==> config.mk <==
export PLATFORM = sky130hd
export DESIGN_NAME = t2cc_top
export DESIGN_NICKNAME = d
export VERILOG_FILES = /design/src/hw/t2cc_pkg.sv /design/src/hw/t2cc_top.sv
export VERILOG_INCLUDE_DIRS = /design/src /design/src/hw
export SDC_FILE = /design/constraint.sdc
export NUM_CORES = 1
export LEC_CHECK = 0
export BUFFER_PORTS_ARGS = -buffer_cell sky130_fd_sc_hd__clkbuf_2
export CORE_MARGIN = 4
export CORE_UTILIZATION = 60
export CTS_CLUSTER_SIZE = 20
export DETAILED_ROUTE_END_ITERATION = 10
export PLACE_DENSITY = 0.84
export SLEW_MARGIN = 40
export SYNTH_ARGS = -nofsm -noshare
export SYNTH_HDL_FRONTEND = slang
export SYNTH_SLANG_ARGS = --single-unit
==> constraint.sdc <==
create_clock -name clk -period 3.9 [get_ports clk]
set_input_delay 0.78 -clock clk [delete_from_list [all_inputs] [get_ports clk]]
set_output_delay 0.78 -clock clk [all_outputs]
set_load 0.01 [all_outputs]
==> src/hw/t2cc_regs.svh <==
`ifndef T2CC_REGS_SVH
`define T2CC_REGS_SVH
`define T2CC_ADDR_CTRL 8'h00
`define T2CC_ADDR_CHCFG 8'h04
`define T2CC_ADDR_COUNT 8'h08
`define T2CC_ADDR_RELOAD 8'h0c
`define T2CC_ADDR_CC0 8'h10
`define T2CC_ADDR_STATUS 8'h20
`define T2CC_ADDR_MASK 8'h24
`define T2CC_MC_LAST 4'hb
`define T2CC_CNT_MAX 16'hffff
`define T2CC_CNT_ONE 16'h0001
`define T2CC_CH_LEVEL 8
`define T2CC_CH_EDGE 12
`define T2CC_ST_OVF 0
`define T2CC_ST_EXEV 1
`define T2CC_ST_MATCH 2
`define T2CC_ST_PIN 6
`define T2CC_ST_W 10
`endif

==> src/hw/t2cc_pkg.sv <==
package t2cc_pkg;
  // Count source selection
  typedef enum logic [1:0] {
    T2CC_IN_STOP = 2'b00,
    T2CC_IN_TIMER = 2'b01,
    T2CC_IN_COUNTER = 2'b10,
    T2CC_IN_GATED = 2'b11
  } t2cc_insel_e;
  // Per-channel function
  typedef enum logic [1:0] {
    T2CC_CH_OFF = 2'b00,
    T2CC_CH_CAP = 2'b01,
    T2CC_CH_CMP0 = 2'b10,
    T2CC_CH_CMP1 = 2'b11
  } t2cc_chmode_e;
  // Control register layout, bit 0 upward: inSel, prescale, reloadEn, reloadPin, captureSw
  typedef struct packed {
    logic captureSw;
    logic reloadPin;
    logic reloadEn;
    logic prescale;
    t2cc_insel_e inSel;
  } t2cc_ctrl_s;
endpackage

==> src/hw/t2cc_top.sv <==
`include "t2cc_regs.svh"
module t2cc_top
  import t2cc_pkg::*;
(
  input wire logic clk,
  input wire logic srst,
  input wire logic psel,
  input wire logic penable,
  input wire logic pwrite,
  input wire logic [7:0] paddr,
  input wire logic [31:0] pwdata,
  input wire logic [3:0] pstrb,
  output logic [31:0] prdata,
  output logic pready,
  output logic pslverr,
  input wire logic countGateInputPin,
  input wire logic reloadTriggerPin,
  input wire logic [3:0] capcmpPinIn,
  output logic [3:0] capcmpPinOut,
  output logic [3:0] capcmpPinOe,
  output logic irq
);

  ////////////////////////////////////////////////////////////////////////////
  // Byte-lane merge for the 16-bit registers
  function automatic logic [15:0] byteMerge(logic [15:0] old, logic [15:0] wd,
                                            logic [1:0] strb);
    byteMerge = {strb[1] ? wd[15:8] : old[15:8], strb[0] ? wd[7:0] : old[7:0]};
  endfunction
  // Aligned word inside the register map
  function automatic logic mapped(logic [7:0] a);
    mapped = (a[1:0] == 2'h0) && (a <= `T2CC_ADDR_MASK);
  endfunction

  t2cc_ctrl_s ctrl_reg;
  logic [3:0][1:0] chMode_reg;
  logic [3:0] cmpLevel_reg;
  logic [3:0] pinEdge_reg;
  logic [15:0] count_reg;
  logic [15:0] reload_reg;
  logic [15:0] cc_reg [4];
  logic [`T2CC_ST_W-1:0] status_reg;
  logic [`T2CC_ST_W-1:0] mask_reg;
  logic [`T2CC_ST_W-1:0] statusSet;
  logic gateSync1, gateSync2, gatePrev, trigSync1, trigSync2, trigPrev;
  logic [3:0] ccSync1, ccSync2, ccPrev;
  logic [3:0] divCnt;
  logic mcTick, preTog, stepDone;
  logic setup, wrEn, cntWr, cntEvt, countStep, ovf, trigFall, reloadPinEv, ccSel;
  logic [15:0] maskMerged, clrMask;
  logic [3:0] ccEdge, pinIrq, capPin, capSw, ccWr, match;
  logic [31:0] rdMux;

  ////////////////////////////////////////////////////////////////////////////
  // Two-flop synchronisers, then the last synced level for edge detection
  // History is not reset: it follows the idle pin level, so no false edge after reset
  always_ff @(posedge clk)
  begin
    gateSync1 <= countGateInputPin;
    gateSync2 <= gateSync1;
    trigSync1 <= reloadTriggerPin;
    trigSync2 <= trigSync1;
    ccSync1 <= capcmpPinIn;
    ccSync2 <= ccSync1;
    trigPrev <= trigSync2;
    ccPrev <= ccSync2;
  end

  ////////////////////////////////////////////////////////////////////////////
  // Machine cycle: one tick every twelve clocks
  always_ff @(posedge clk)
  begin
    if (srst)
    begin
      divCnt <= '0;
      mcTick <= 1'b0;
    end
    else
    begin
      mcTick <= (divCnt == `T2CC_MC_LAST);
      divCnt <= (divCnt == `T2CC_MC_LAST) ? '0 : divCnt + 4'h1;
    end
  end
  // Count pin sampled once per machine cycle, so falling edges need two of them
  always_ff @(posedge clk)
  begin
    if (srst)
      gatePrev <= 1'b0;
    else if (mcTick)
      gatePrev <= gateSync2;
  end
  // Raw count event by source
  always_comb
  begin
    unique case (ctrl_reg.inSel)
      T2CC_IN_STOP: cntEvt = 1'b0;
      T2CC_IN_TIMER: cntEvt = mcTick;
      T2CC_IN_COUNTER: cntEvt = mcTick & gatePrev & ~gateSync2;
      T2CC_IN_GATED: cntEvt = mcTick & gateSync2;
    endcase
  end
  // Divide-by-two prescaler
  always_ff @(posedge clk)
  begin
    if (srst)
      preTog <= 1'b0;
    else if (cntEvt)
      preTog <= ~preTog;
  end

  assign countStep = cntEvt & (~ctrl_reg.prescale | preTog);
  assign ovf = countStep & (count_reg == `T2CC_CNT_MAX);
  assign trigFall = trigPrev & ~trigSync2;
  assign reloadPinEv = trigFall & ctrl_reg.reloadEn & ctrl_reg.reloadPin;
  assign ccEdge = ccPrev ^ ccSync2;

  ////////////////////////////////////////////////////////////////////////////
  // APB decode; no wait states, read data comes from a flop loaded in the setup phase
  assign setup = psel & ~penable;
  assign wrEn = psel & penable & pready & pwrite & mapped(paddr);
  assign cntWr = wrEn & (paddr == `T2CC_ADDR_COUNT);
  assign ccSel = paddr[7:4] == 4'(`T2CC_ADDR_CC0 >> 4);
  always_ff @(posedge clk)
  begin
    if (srst)
    begin
      pready <= 1'b0;
      pslverr <= 1'b0;
      prdata <= '0;
    end
    else
    begin
      pready <= setup;
      pslverr <= setup & ~mapped(paddr);
      prdata <= (setup & ~pwrite & mapped(paddr)) ? rdMux : '0;
    end
  end
  // Read mux; reserved bits read zero, refused addresses are masked above
  always_comb
  begin
    rdMux = '0;
    case (paddr)
      `T2CC_ADDR_CTRL: rdMux[$bits(t2cc_ctrl_s)-1:0] = ctrl_reg;
      `T2CC_ADDR_CHCFG: rdMux[15:0] = {pinEdge_reg, cmpLevel_reg, chMode_reg};
      `T2CC_ADDR_COUNT: rdMux[15:0] = count_reg;
      `T2CC_ADDR_RELOAD: rdMux[15:0] = reload_reg;
      `T2CC_ADDR_STATUS: rdMux[`T2CC_ST_W-1:0] = status_reg;
      `T2CC_ADDR_MASK: rdMux[`T2CC_ST_W-1:0] = mask_reg;
      default:
        if (ccSel)
          rdMux[15:0] = cc_reg[paddr[3:2]];
    endcase
  end
  // Configuration; everything off after reset
  always_ff @(posedge clk)
  begin
    if (srst)
    begin
      ctrl_reg <= '0;
      chMode_reg <= '0;
      cmpLevel_reg <= '0;
      pinEdge_reg <= '0;
      reload_reg <= '0;
      mask_reg <= '0;
    end
    else if (wrEn)
    begin
      if (paddr == `T2CC_ADDR_CTRL && pstrb[0])
        ctrl_reg <= pwdata[$bits(t2cc_ctrl_s)-1:0];
      if (paddr == `T2CC_ADDR_CHCFG)
      begin
        if (pstrb[0])
          chMode_reg <= pwdata[7:0];
        if (pstrb[1])
          {pinEdge_reg, cmpLevel_reg} <= pwdata[15:8];
      end
      if (paddr == `T2CC_ADDR_RELOAD)
        reload_reg <= byteMerge(reload_reg, pwdata[15:0], pstrb[1:0]);
      if (paddr == `T2CC_ADDR_MASK)
        mask_reg <= maskMerged[`T2CC_ST_W-1:0];
    end
  end

  ////////////////////////////////////////////////////////////////////////////
  // Counter; a software write wins over the trigger, the trigger over counting
  always_ff @(posedge clk)
  begin
    if (srst)
      count_reg <= '0;
    else if (cntWr)
      count_reg <= byteMerge(count_reg, pwdata[15:0], pstrb[1:0]);
    else if (reloadPinEv)
      count_reg <= reload_reg;
    else if (countStep)
      count_reg <= (ovf && ctrl_reg.reloadEn && !ctrl_reg.reloadPin) ? reload_reg
                 : count_reg + `T2CC_CNT_ONE;
  end
  // Compare looks at the count one cycle after each step
  always_ff @(posedge clk)
  begin
    if (srst)
      stepDone <= 1'b0;
    else
      stepDone <= countStep;
  end

  ////////////////////////////////////////////////////////////////////////////
  // Per-channel capture, compare and pin interrupt terms
  always_comb
  begin
    for (int i = 0; i < 4; i++)
    begin
      capPin[i] = (chMode_reg[i] == T2CC_CH_CAP) & ~ctrl_reg.captureSw & ccEdge[i];
      capSw[i] = (chMode_reg[i] == T2CC_CH_CAP) & ctrl_reg.captureSw;
      ccWr[i] = wrEn & ccSel & (paddr[3:2] == 2'(i));
      match[i] = stepDone & chMode_reg[i][1] & (count_reg == cc_reg[i]);
      pinIrq[i] = pinEdge_reg[i] ? (~ccPrev[i] & ccSync2[i])
                : (ccPrev[i] & ~ccSync2[i]);
    end
  end
  // Capture/compare registers; a pin capture beats a simultaneous write
  always_ff @(posedge clk)
  begin
    for (int i = 0; i < 4; i++)
    begin
      if (srst)
        cc_reg[i] <= '0;
      else if (capPin[i])
        cc_reg[i] <= count_reg;
      else if (ccWr[i])
        cc_reg[i] <= (capSw[i] && pstrb[0]) ? count_reg
                   : byteMerge(cc_reg[i], pwdata[15:0], pstrb[1:0]);
    end
  end
  // Compare pins; driven only while the channel compares
  always_ff @(posedge clk)
  begin
    if (srst)
    begin
      capcmpPinOut <= '0;
      capcmpPinOe <= '0;
    end
    else
      for (int i = 0; i < 4; i++)
      begin
        capcmpPinOe[i] <= chMode_reg[i][1];
        if (match[i])
          capcmpPinOut[i] <= (chMode_reg[i] == T2CC_CH_CMP0) ? 1'b1
                           : cmpLevel_reg[i];
        else if (ovf && chMode_reg[i] == T2CC_CH_CMP0)
          capcmpPinOut[i] <= 1'b0;
      end
  end

  ////////////////////////////////////////////////////////////////////////////
  // Sticky status, write one to clear; a new event beats the clear
  always_comb
  begin
    statusSet = '0;
    statusSet[`T2CC_ST_OVF] = ovf;
    statusSet[`T2CC_ST_EXEV] = trigFall;
    statusSet[`T2CC_ST_MATCH +: 4] = match;
    statusSet[`T2CC_ST_PIN +: 4] = pinIrq;
  end
  // Lane-merged write data for the mask and for the write-one-to-clear
  assign maskMerged = byteMerge(16'(mask_reg), pwdata[15:0], pstrb[1:0]);
  assign clrMask = byteMerge(16'h0000, pwdata[15:0], pstrb[1:0]);
  always_ff @(posedge clk)
  begin
    if (srst)
      status_reg <= '0;
    else if (wrEn && paddr == `T2CC_ADDR_STATUS)
      status_reg <= (status_reg & ~clrMask[`T2CC_ST_W-1:0]) | statusSet;
    else
      status_reg <= status_reg | statusSet;
  end
  // Level interrupt, one cycle behind the status bits
  always_ff @(posedge clk)
  begin
    if (srst)
      irq <= 1'b0;
    else
      irq <= |(status_reg & mask_reg);
  end
endmodule

==> results of run 1 <==
## critical path: stages, from the launching register on
cell and delay [ns]:
dfxtp_1 0.65, ha_1 0.29, nand3_1 0.22, nor3_1 0.35, or4b_4 0.53, o21a_1 0.33
or3_1 0.40, a31o_1 0.22
## worst max path at each step
stage	cells after the start	start	end	slack (ns)
after global placement	6	paddr[7]	cc_reg[3][7]$_DFFE_PP_	0.76
after detailed placement	6	paddr[7]	cc_reg[3][14]$_DFFE_PP_	0.70
final	7	count_reg[1]$_SDFFE_PP0P_	count_reg[1]$_SDFFE_PP0P_	0.80
after floorplan	4	paddr[2]	cc_reg[0][10]$_DFFE_PP_	0.94
after CTS	7	count_reg[1]$_SDFFE_PP0P_	count_reg[1]$_SDFFE_PP0P_	0.86
after global routing	7	count_reg[1]$_SDFFE_PP0P_	count_reg[1]$_SDFFE_PP0P_	0.69
## layout by cell type (no fill, tap or decap), types with 7 or more instances in the layout
cell / netlist / final
inv_1: 16 / 16
and3_1: 8 / 8
xnor2_1: 61 / 61
a22o_1: 50 / 50
a221oi_1: 12 / 12
mux4_2: 16 / 16
nor2_1: 88 / 88
edfxtp_1: 64 / 64
a22oi_1: 20 / 20
nor4_1: 8 / 7
mux2_2: 12 / 12
nor3_1: 10 / 10
xor2_1: 19 / 19
nand3_1: 28 / 28
a21oi_1: 105 / 105
mux2i_1: 29 / 29
dfxtp_1: 126 / 126
nand4_1: 15 / 15
clkbuf_16: 0 / 19
ha_1: 10 / 10
o21ai_0: 16 / 16
nand2_1: 144 / 144
buf_4: 17 / 37
a211oi_1: 10 / 10
clkbuf_2: 0 / 62
nor2b_1: 16 / 16
conb_1: 1 / 16
## layer usage
metal  global-route usage  vias up  share of wire
li1                     -     3818              -
met2                0.504      686           0.43
met4                0.202        0          0.073
met3               0.0618      170           0.12
met1                0.438     4021           0.38
met5                    0        -              0
## per-stage QoR
step | total power [mW] | util | setup slack, ns
floorplan | 2.29 | - | 0.943
global placement | 2.37 | 0.648 | 0.762
detailed placement | 2.37 | 0.649 | 0.703
CTS | 4.12 | 0.687 | 0.858
global route | 4.22 | 0.687 | 0.694
finish | 4.13 | 0.687 | 0.799
## area by class of cell
class | instances | area (um2)
inverters | 16 | 60.1
multi-input cells | 765 | 5020
flip-flops and latches | 190 | 4440
repair buffers | 100 | 593
clock buffers | 20 | 489
clock inverters | 12 | 119
fillers | 1229 | 5000
well taps | 216 | 270
## logic make-up (layout without fill, tap and decap cells)
group,count (synthesis),count (layout)
XOR/XNOR,80,80
multiplexers,57,57
flip-flops,190,190
buffers and inverters,113,148
AO/OA/AOI/OAI,243,243
adder cells (fa/ha/maj),10,10
other,1,16
AND/OR/NAND/NOR,359,359
## power by group
part | internal [mW] | switching [mW] | leakage (nW)
clock network | 0.989 | 0.804 | 0.300
logic | 0.0754 | 0.161 | 1.92
registers | 2.08 | 0.0251 | 1.70
==> flow_metrics.py, run 1 <==
metrics = {
    "outcome": {
        "outcome": "completed",
    },
    "place": {
        "portBuffers": 63,
        "place_inst": 1287,
        "place_hpwl_mm": 21.3,
        "dpl-instance-area_mm2": 0.0104,
        "place_congestion": 1.02,
    },
    "clocking": {
        "cts_root_buffer": "clkbuf_16",
        "cts_buffer_depth": 2,
        "cts_hold_buffers": 0,
        "clock_sinks": 190,
        "htreeDepth": 4,
        "cts_tree": "built",
        "insertion_delay_ns": 0.45,
        "clk_pin_slew_ns": 0.07,
        "numCtsBuffers": 17,
        "post_cts.repair.setup_buffers": 0,
        "cts_resized": 0,
    },
    "min_path": {
        "worstHoldStart": "ccSync1[3]$_DFF_P_",
        "min_delay_path_depth": 0,
        "hold_path_end": "ccSync2[3]$_DFF_P_",
        "hold_class": "reg2reg",
    },
    "floorplanning": {
        "pin_count": 98,
        "rows": 46,
        "die_area_mm2": 0.0186,
        "start_util": 0.618,
        "die_h_um": 136,
        "fp.dieW_um": 136,
        "core-area_mm2": 0.0160,
    },
    "critical_path": {
        "criticalPathCategory": "reg2reg",
        "r2r_start": "count_reg[1]$_SDFFE_PP0P_",
        "r2r_end": "count_reg[1]$_SDFFE_PP0P_",
        "arrival_ns": 3.44,
        "reg2reg_slack_ns": 0.80,
        "crit_fanout": 12,
        "start_kind": "flip-flop",
        "worstRegToRegCells": 7,
        "critPathRequiredTime_ns": 4.24,
        "cp-end-kind": "flip-flop",
    },
    "timing": {
        "timing.final.crit_share": 0.795,
        "clock.fmax_mhz": 322,
        "tightestPinTransition_ns": 0.878,
        "finalHoldViolCount": 0,
        "post-route-min-period_ns": 3.10,
        "setup_viol": 0,
        "finalClockSkew_ns": 0.00836,
        "whs_ns": 0.328,
        "final_max_slew_viol_count": 0,
        "max_slew_margin": 0.414,
        "fin_tns_setup_ns": 0,
        "rsz0062_at_grt": "no",
    },
    "logic_synthesis": {
        "yosysMostFrequentCell": "nand2_1",
        "synthCells": 1053,
        "synth_simple_gate_area_frac": 0.175,
        "synth_top_family_by_area": "simple AND/OR/NAND/NOR gates",
        "syn_area_per_cell_um2": 9.40,
        "synthAdderAreaFrac": 0.0126,
        "yosys.area.top_type_share": 0.255,
        "ys_seq_area_frac": 0.449,
        "async_flop_share": 0,
        "synthFlopType": "dfxtp_1",
        "synth_area_leaders": "dfxtp_1, edfxtp_1, nand2_1",
        "ys.warnings.count": 0,
        "syn_area_mm2": 0.00990,
        "synth_edf_count": 64,
        "synth-xor-area-share": 0.0708,
        "synth.distinct_cells": 61,
        "netlist_top_cells_count": "nand2_1, dfxtp_1, a21oi_1",
        "ys_seq_elements": 190,
        "synth_mux_area_frac": 0.0794,
        "synth_top_cell_by_area": "dfxtp_1",
        "synth_compound_area_frac": 0.162,
    },
    "grt": {
        "grt-ovfl-total": 0,
        "grt_antenna_before_repair": 0,
        "grt_pass1_wl_mm": 45.9,
        "grt_max_degree": 62,
        "grt_usage": 0.331,
        "grt_pass1_vias": 8082,
    },
    "flow_run": {
        "drv_cap": 0,
    },
    "final_layout": {
        "nNetsFinal": 1155,
        "final_area_mm2": 0.0110,
        "syn_to_final_growth_pct": 11.2,
        "drive_gt1_frac": 0.158,
        "fin_cells": 1319,
        "antenna_cells": 0,
        "largest_reg_flops": 64,
    },
    "drt": {
        "routed_wl_mm": 30.3,
        "drcViolationCount": 0,
        "firstDrtPassIters": 6,
        "wire_per_inst_um": 23.0,
        "vias": 8695,
        "postRouteAntennaNets": 0,
        "via_per_inst": 6.59,
        "first_iter_violations": 1372,
    },
    "pwr": {
        "leakage_nw": 3.92,
        "ir_drop_v": 0.000314,
        "powerDensity_mw_per_mm2": 376,
    },
}
(Power assumes the default switching activity.)
==> run 2: changes to the inputs <==
Settings changed: CORE_UTILIZATION 60 to 54, PLACE_DENSITY 0.84 to 0.8.
Clock period 3.9 ns to 2.8 ns, I/O delays scaled along.
==> run 2 against run 1 <==
Non-clock buffer count is 32 higher. Critical path depth grew 1. Design area increased by 2.5%. Largest cell class unchanged. Global-route usage decreased by 2.7 points. Fmax increased by 27%. Die area is 10% higher. Largest power group unchanged. Hold slack worse by 0.11 ns. Count of clock-buffer cells in the layout decreased by 2. Clock power up 35%. Sequential power increased by 39%. Combinational power up 44%. Flip-flop and latch count did not move.
==> flow_metrics.py, run 2 (same netlist as run 1, synthesis figures left out) <==
metrics = {
    "outcome": {
        "outcome": "completed",
    },
    "critical_path": {
        "start_kind": "flip-flop",
        "criticalPathCategory": "reg2reg",
        "cpPeakStageDelay_ns": 0.67,
        "path_delay_family": "simple AND/OR/NAND/NOR gates",
        "cp.buffers_inverters": 2,
        "slowest_stage": "nor4b_1",
        "crit_chain": "inv_1, ha_1, nor4b_1, nor2_1, and3b_1, buf_4, nand2_1, a21oi_1",
        "arrival_ns": 2.61,
        "cp-end-kind": "flip-flop",
        "crit_fanout": 16,
        "critPathRequiredTime_ns": 2.98,
    },
    "pwr": {
        "p_seq_frac": 0.514,
        "leakage_nw": 4.10,
        "intPower_mw": 4.29,
        "p_comb_frac": 0.060,
        "pwr-share-clk": 0.426,
        "swShare": 0.246,
        "powerDensity_mw_per_mm2": 504,
        "p_sw_mw": 1.40,
        "ir_drop_v": 0.000441,
    },
    "floorplanning": {
        "fp.dieW_um": 143,
        "core-area_mm2": 0.0180,
        "rows": 49,
        "die_h_um": 143,
        "die_area_mm2": 0.0206,
        "pin_count": 98,
        "start_util": 0.551,
    },
    "clocking": {
        "htreeDepth": 4,
        "numCtsBuffers": 17,
        "cts_buffer_depth": 2,
        "clk_pin_slew_ns": 0.07,
        "cts_hold_buffers": 0,
        "cts_resized": 0,
        "cts_root_buffer": "clkbuf_16",
        "post_cts.repair.setup_buffers": 0,
        "cts_tree": "built",
        "clock_sinks": 190,
        "insertion_delay_ns": 0.44,
    },
    "timing": {
        "timing.final.crit_share": 0.869,
        "clock.fmax_mhz": 411,
        "final_max_slew_viol_count": 0,
        "fin_tns_setup_ns": 0,
        "tightestPinTransition_ns": 0.783,
        "setup_viol": 0,
        "max_slew_margin": 0.471,
        "rsz0062_at_grt": "no",
        "post-route-min-period_ns": 2.43,
        "finalClockSkew_ns": 0.0115,
        "finalHoldViolCount": 0,
    },
    "final_layout": {
        "antenna_cells": 0,
        "final_cell_mix": "nand2_1, dfxtp_1, a21oi_1",
        "largest_reg_flops": 64,
        "fin_util": 0.628,
        "regArea_mm2": 0.00444,
        "nNetsFinal": 1187,
        "syn_to_final_growth_pct": 13.9,
        "multi_input_area_mm2": 0.00501,
        "drive_gt1_frac": 0.180,
        "layout_commonest_cell": "nand2_1",
        "fill_cells": 1470,
    },
    "min_path": {
        "hold_class": "in2reg",
    },
    "place": {
        "portBuffers": 63,
        "place_hpwl_mm": 22.3,
        "place_congestion": 1.04,
    },
    "grt": {
        "grt_pass1_wl_mm": 47.3,
        "grt_antenna_before_repair": 0,
        "grt_pass1_vias": 8308,
        "grt_usage": 0.303,
        "grt-ovfl-total": 0,
        "grt_max_degree": 80,
    },
    "flow_run": {
        "drv_cap": 0,
    },
    "drt": {
        "vias": 8691,
        "via_per_inst": 6.37,
        "wire_per_inst_um": 22.6,
        "firstDrtPassIters": 6,
        "postRouteAntennaNets": 0,
        "routed_wl_mm": 30.9,
        "drcViolationCount": 0,
        "first_iter_violations": 1154,
    },
}
run 2: worst paths after layout:
kind                                         start                         end  slack [ns]  cells after the start
worst max register to register  ccSync2[2]$_DFF_P_  cc_reg[2][1]$_SDFFCE_PN0P_        0.37                      8
worst min-delay path             countGateInputPin           gateSync1$_DFF_P_        0.21                      1
worst min register to register  ccSync1[2]$_DFF_P_          ccSync2[2]$_DFF_P_        0.33                      0
worst max-delay path            ccSync2[2]$_DFF_P_  cc_reg[2][1]$_SDFFCE_PN0P_        0.37                      8
run 2: through the flow:
step | instances | cell area, um2 | setup slack [ns] | power (mW) | hold slack (ns)
3_5_place_dp | 1332 | 10700 | 0.245 | 3.32 | 0.312
6_report | 1364 | 11300 | 0.365 | 5.69 | 0.214
3_3_place_gp | 1332 | 10700 | 0.252 | 3.31 | 0.310
5_1_grt | 1364 | 11300 | 0.215 | 5.85 | 0.205
4_1_cts | 1364 | 11300 | 0.397 | 5.69 | 0.208
2_1_floorplan | 1068 | 9950 | 0.0633 | 3.19 | 0.310
run 2: metal layers:
layer	vias to the layer above	track usage	wire length, um
li1	3892	-	-
met1	4114	0.398	11600
met2	580	0.473	14000
met3	105	0.0815	3750
met4	0	0.133	1530
met5	-	0	0
run 2: worst reg2reg max path: cells and delay by family (launching register included):
kind | cells | cell delay, ns
simple gates | 4 | 1.17
flops | 1 | 0.35
fa+ha+maj | 1 | 0.32
buf+inv | 2 | 0.26
compound gates | 1 | 0.08
run 2: power by group through the flow:
stage	registers, mW	clock network [mW]	logic, mW
floorplan	2.98	0	0.215
finish	2.92	2.42	0.341
detailed placement	2.99	0	0.330
global route	2.93	2.56	0.359
global placement	2.98	0	0.326
CTS	2.92	2.43	0.332
run 2: area by class of cell:
class                      instances  area share
clock inverter                    14      0.0130
timing repair buffer             132      0.0784
clock buffer                      18      0.0390
inverter                          16     0.00533
multi-input combinational        765       0.445
sequential                       190       0.394
tap                              229      0.0254
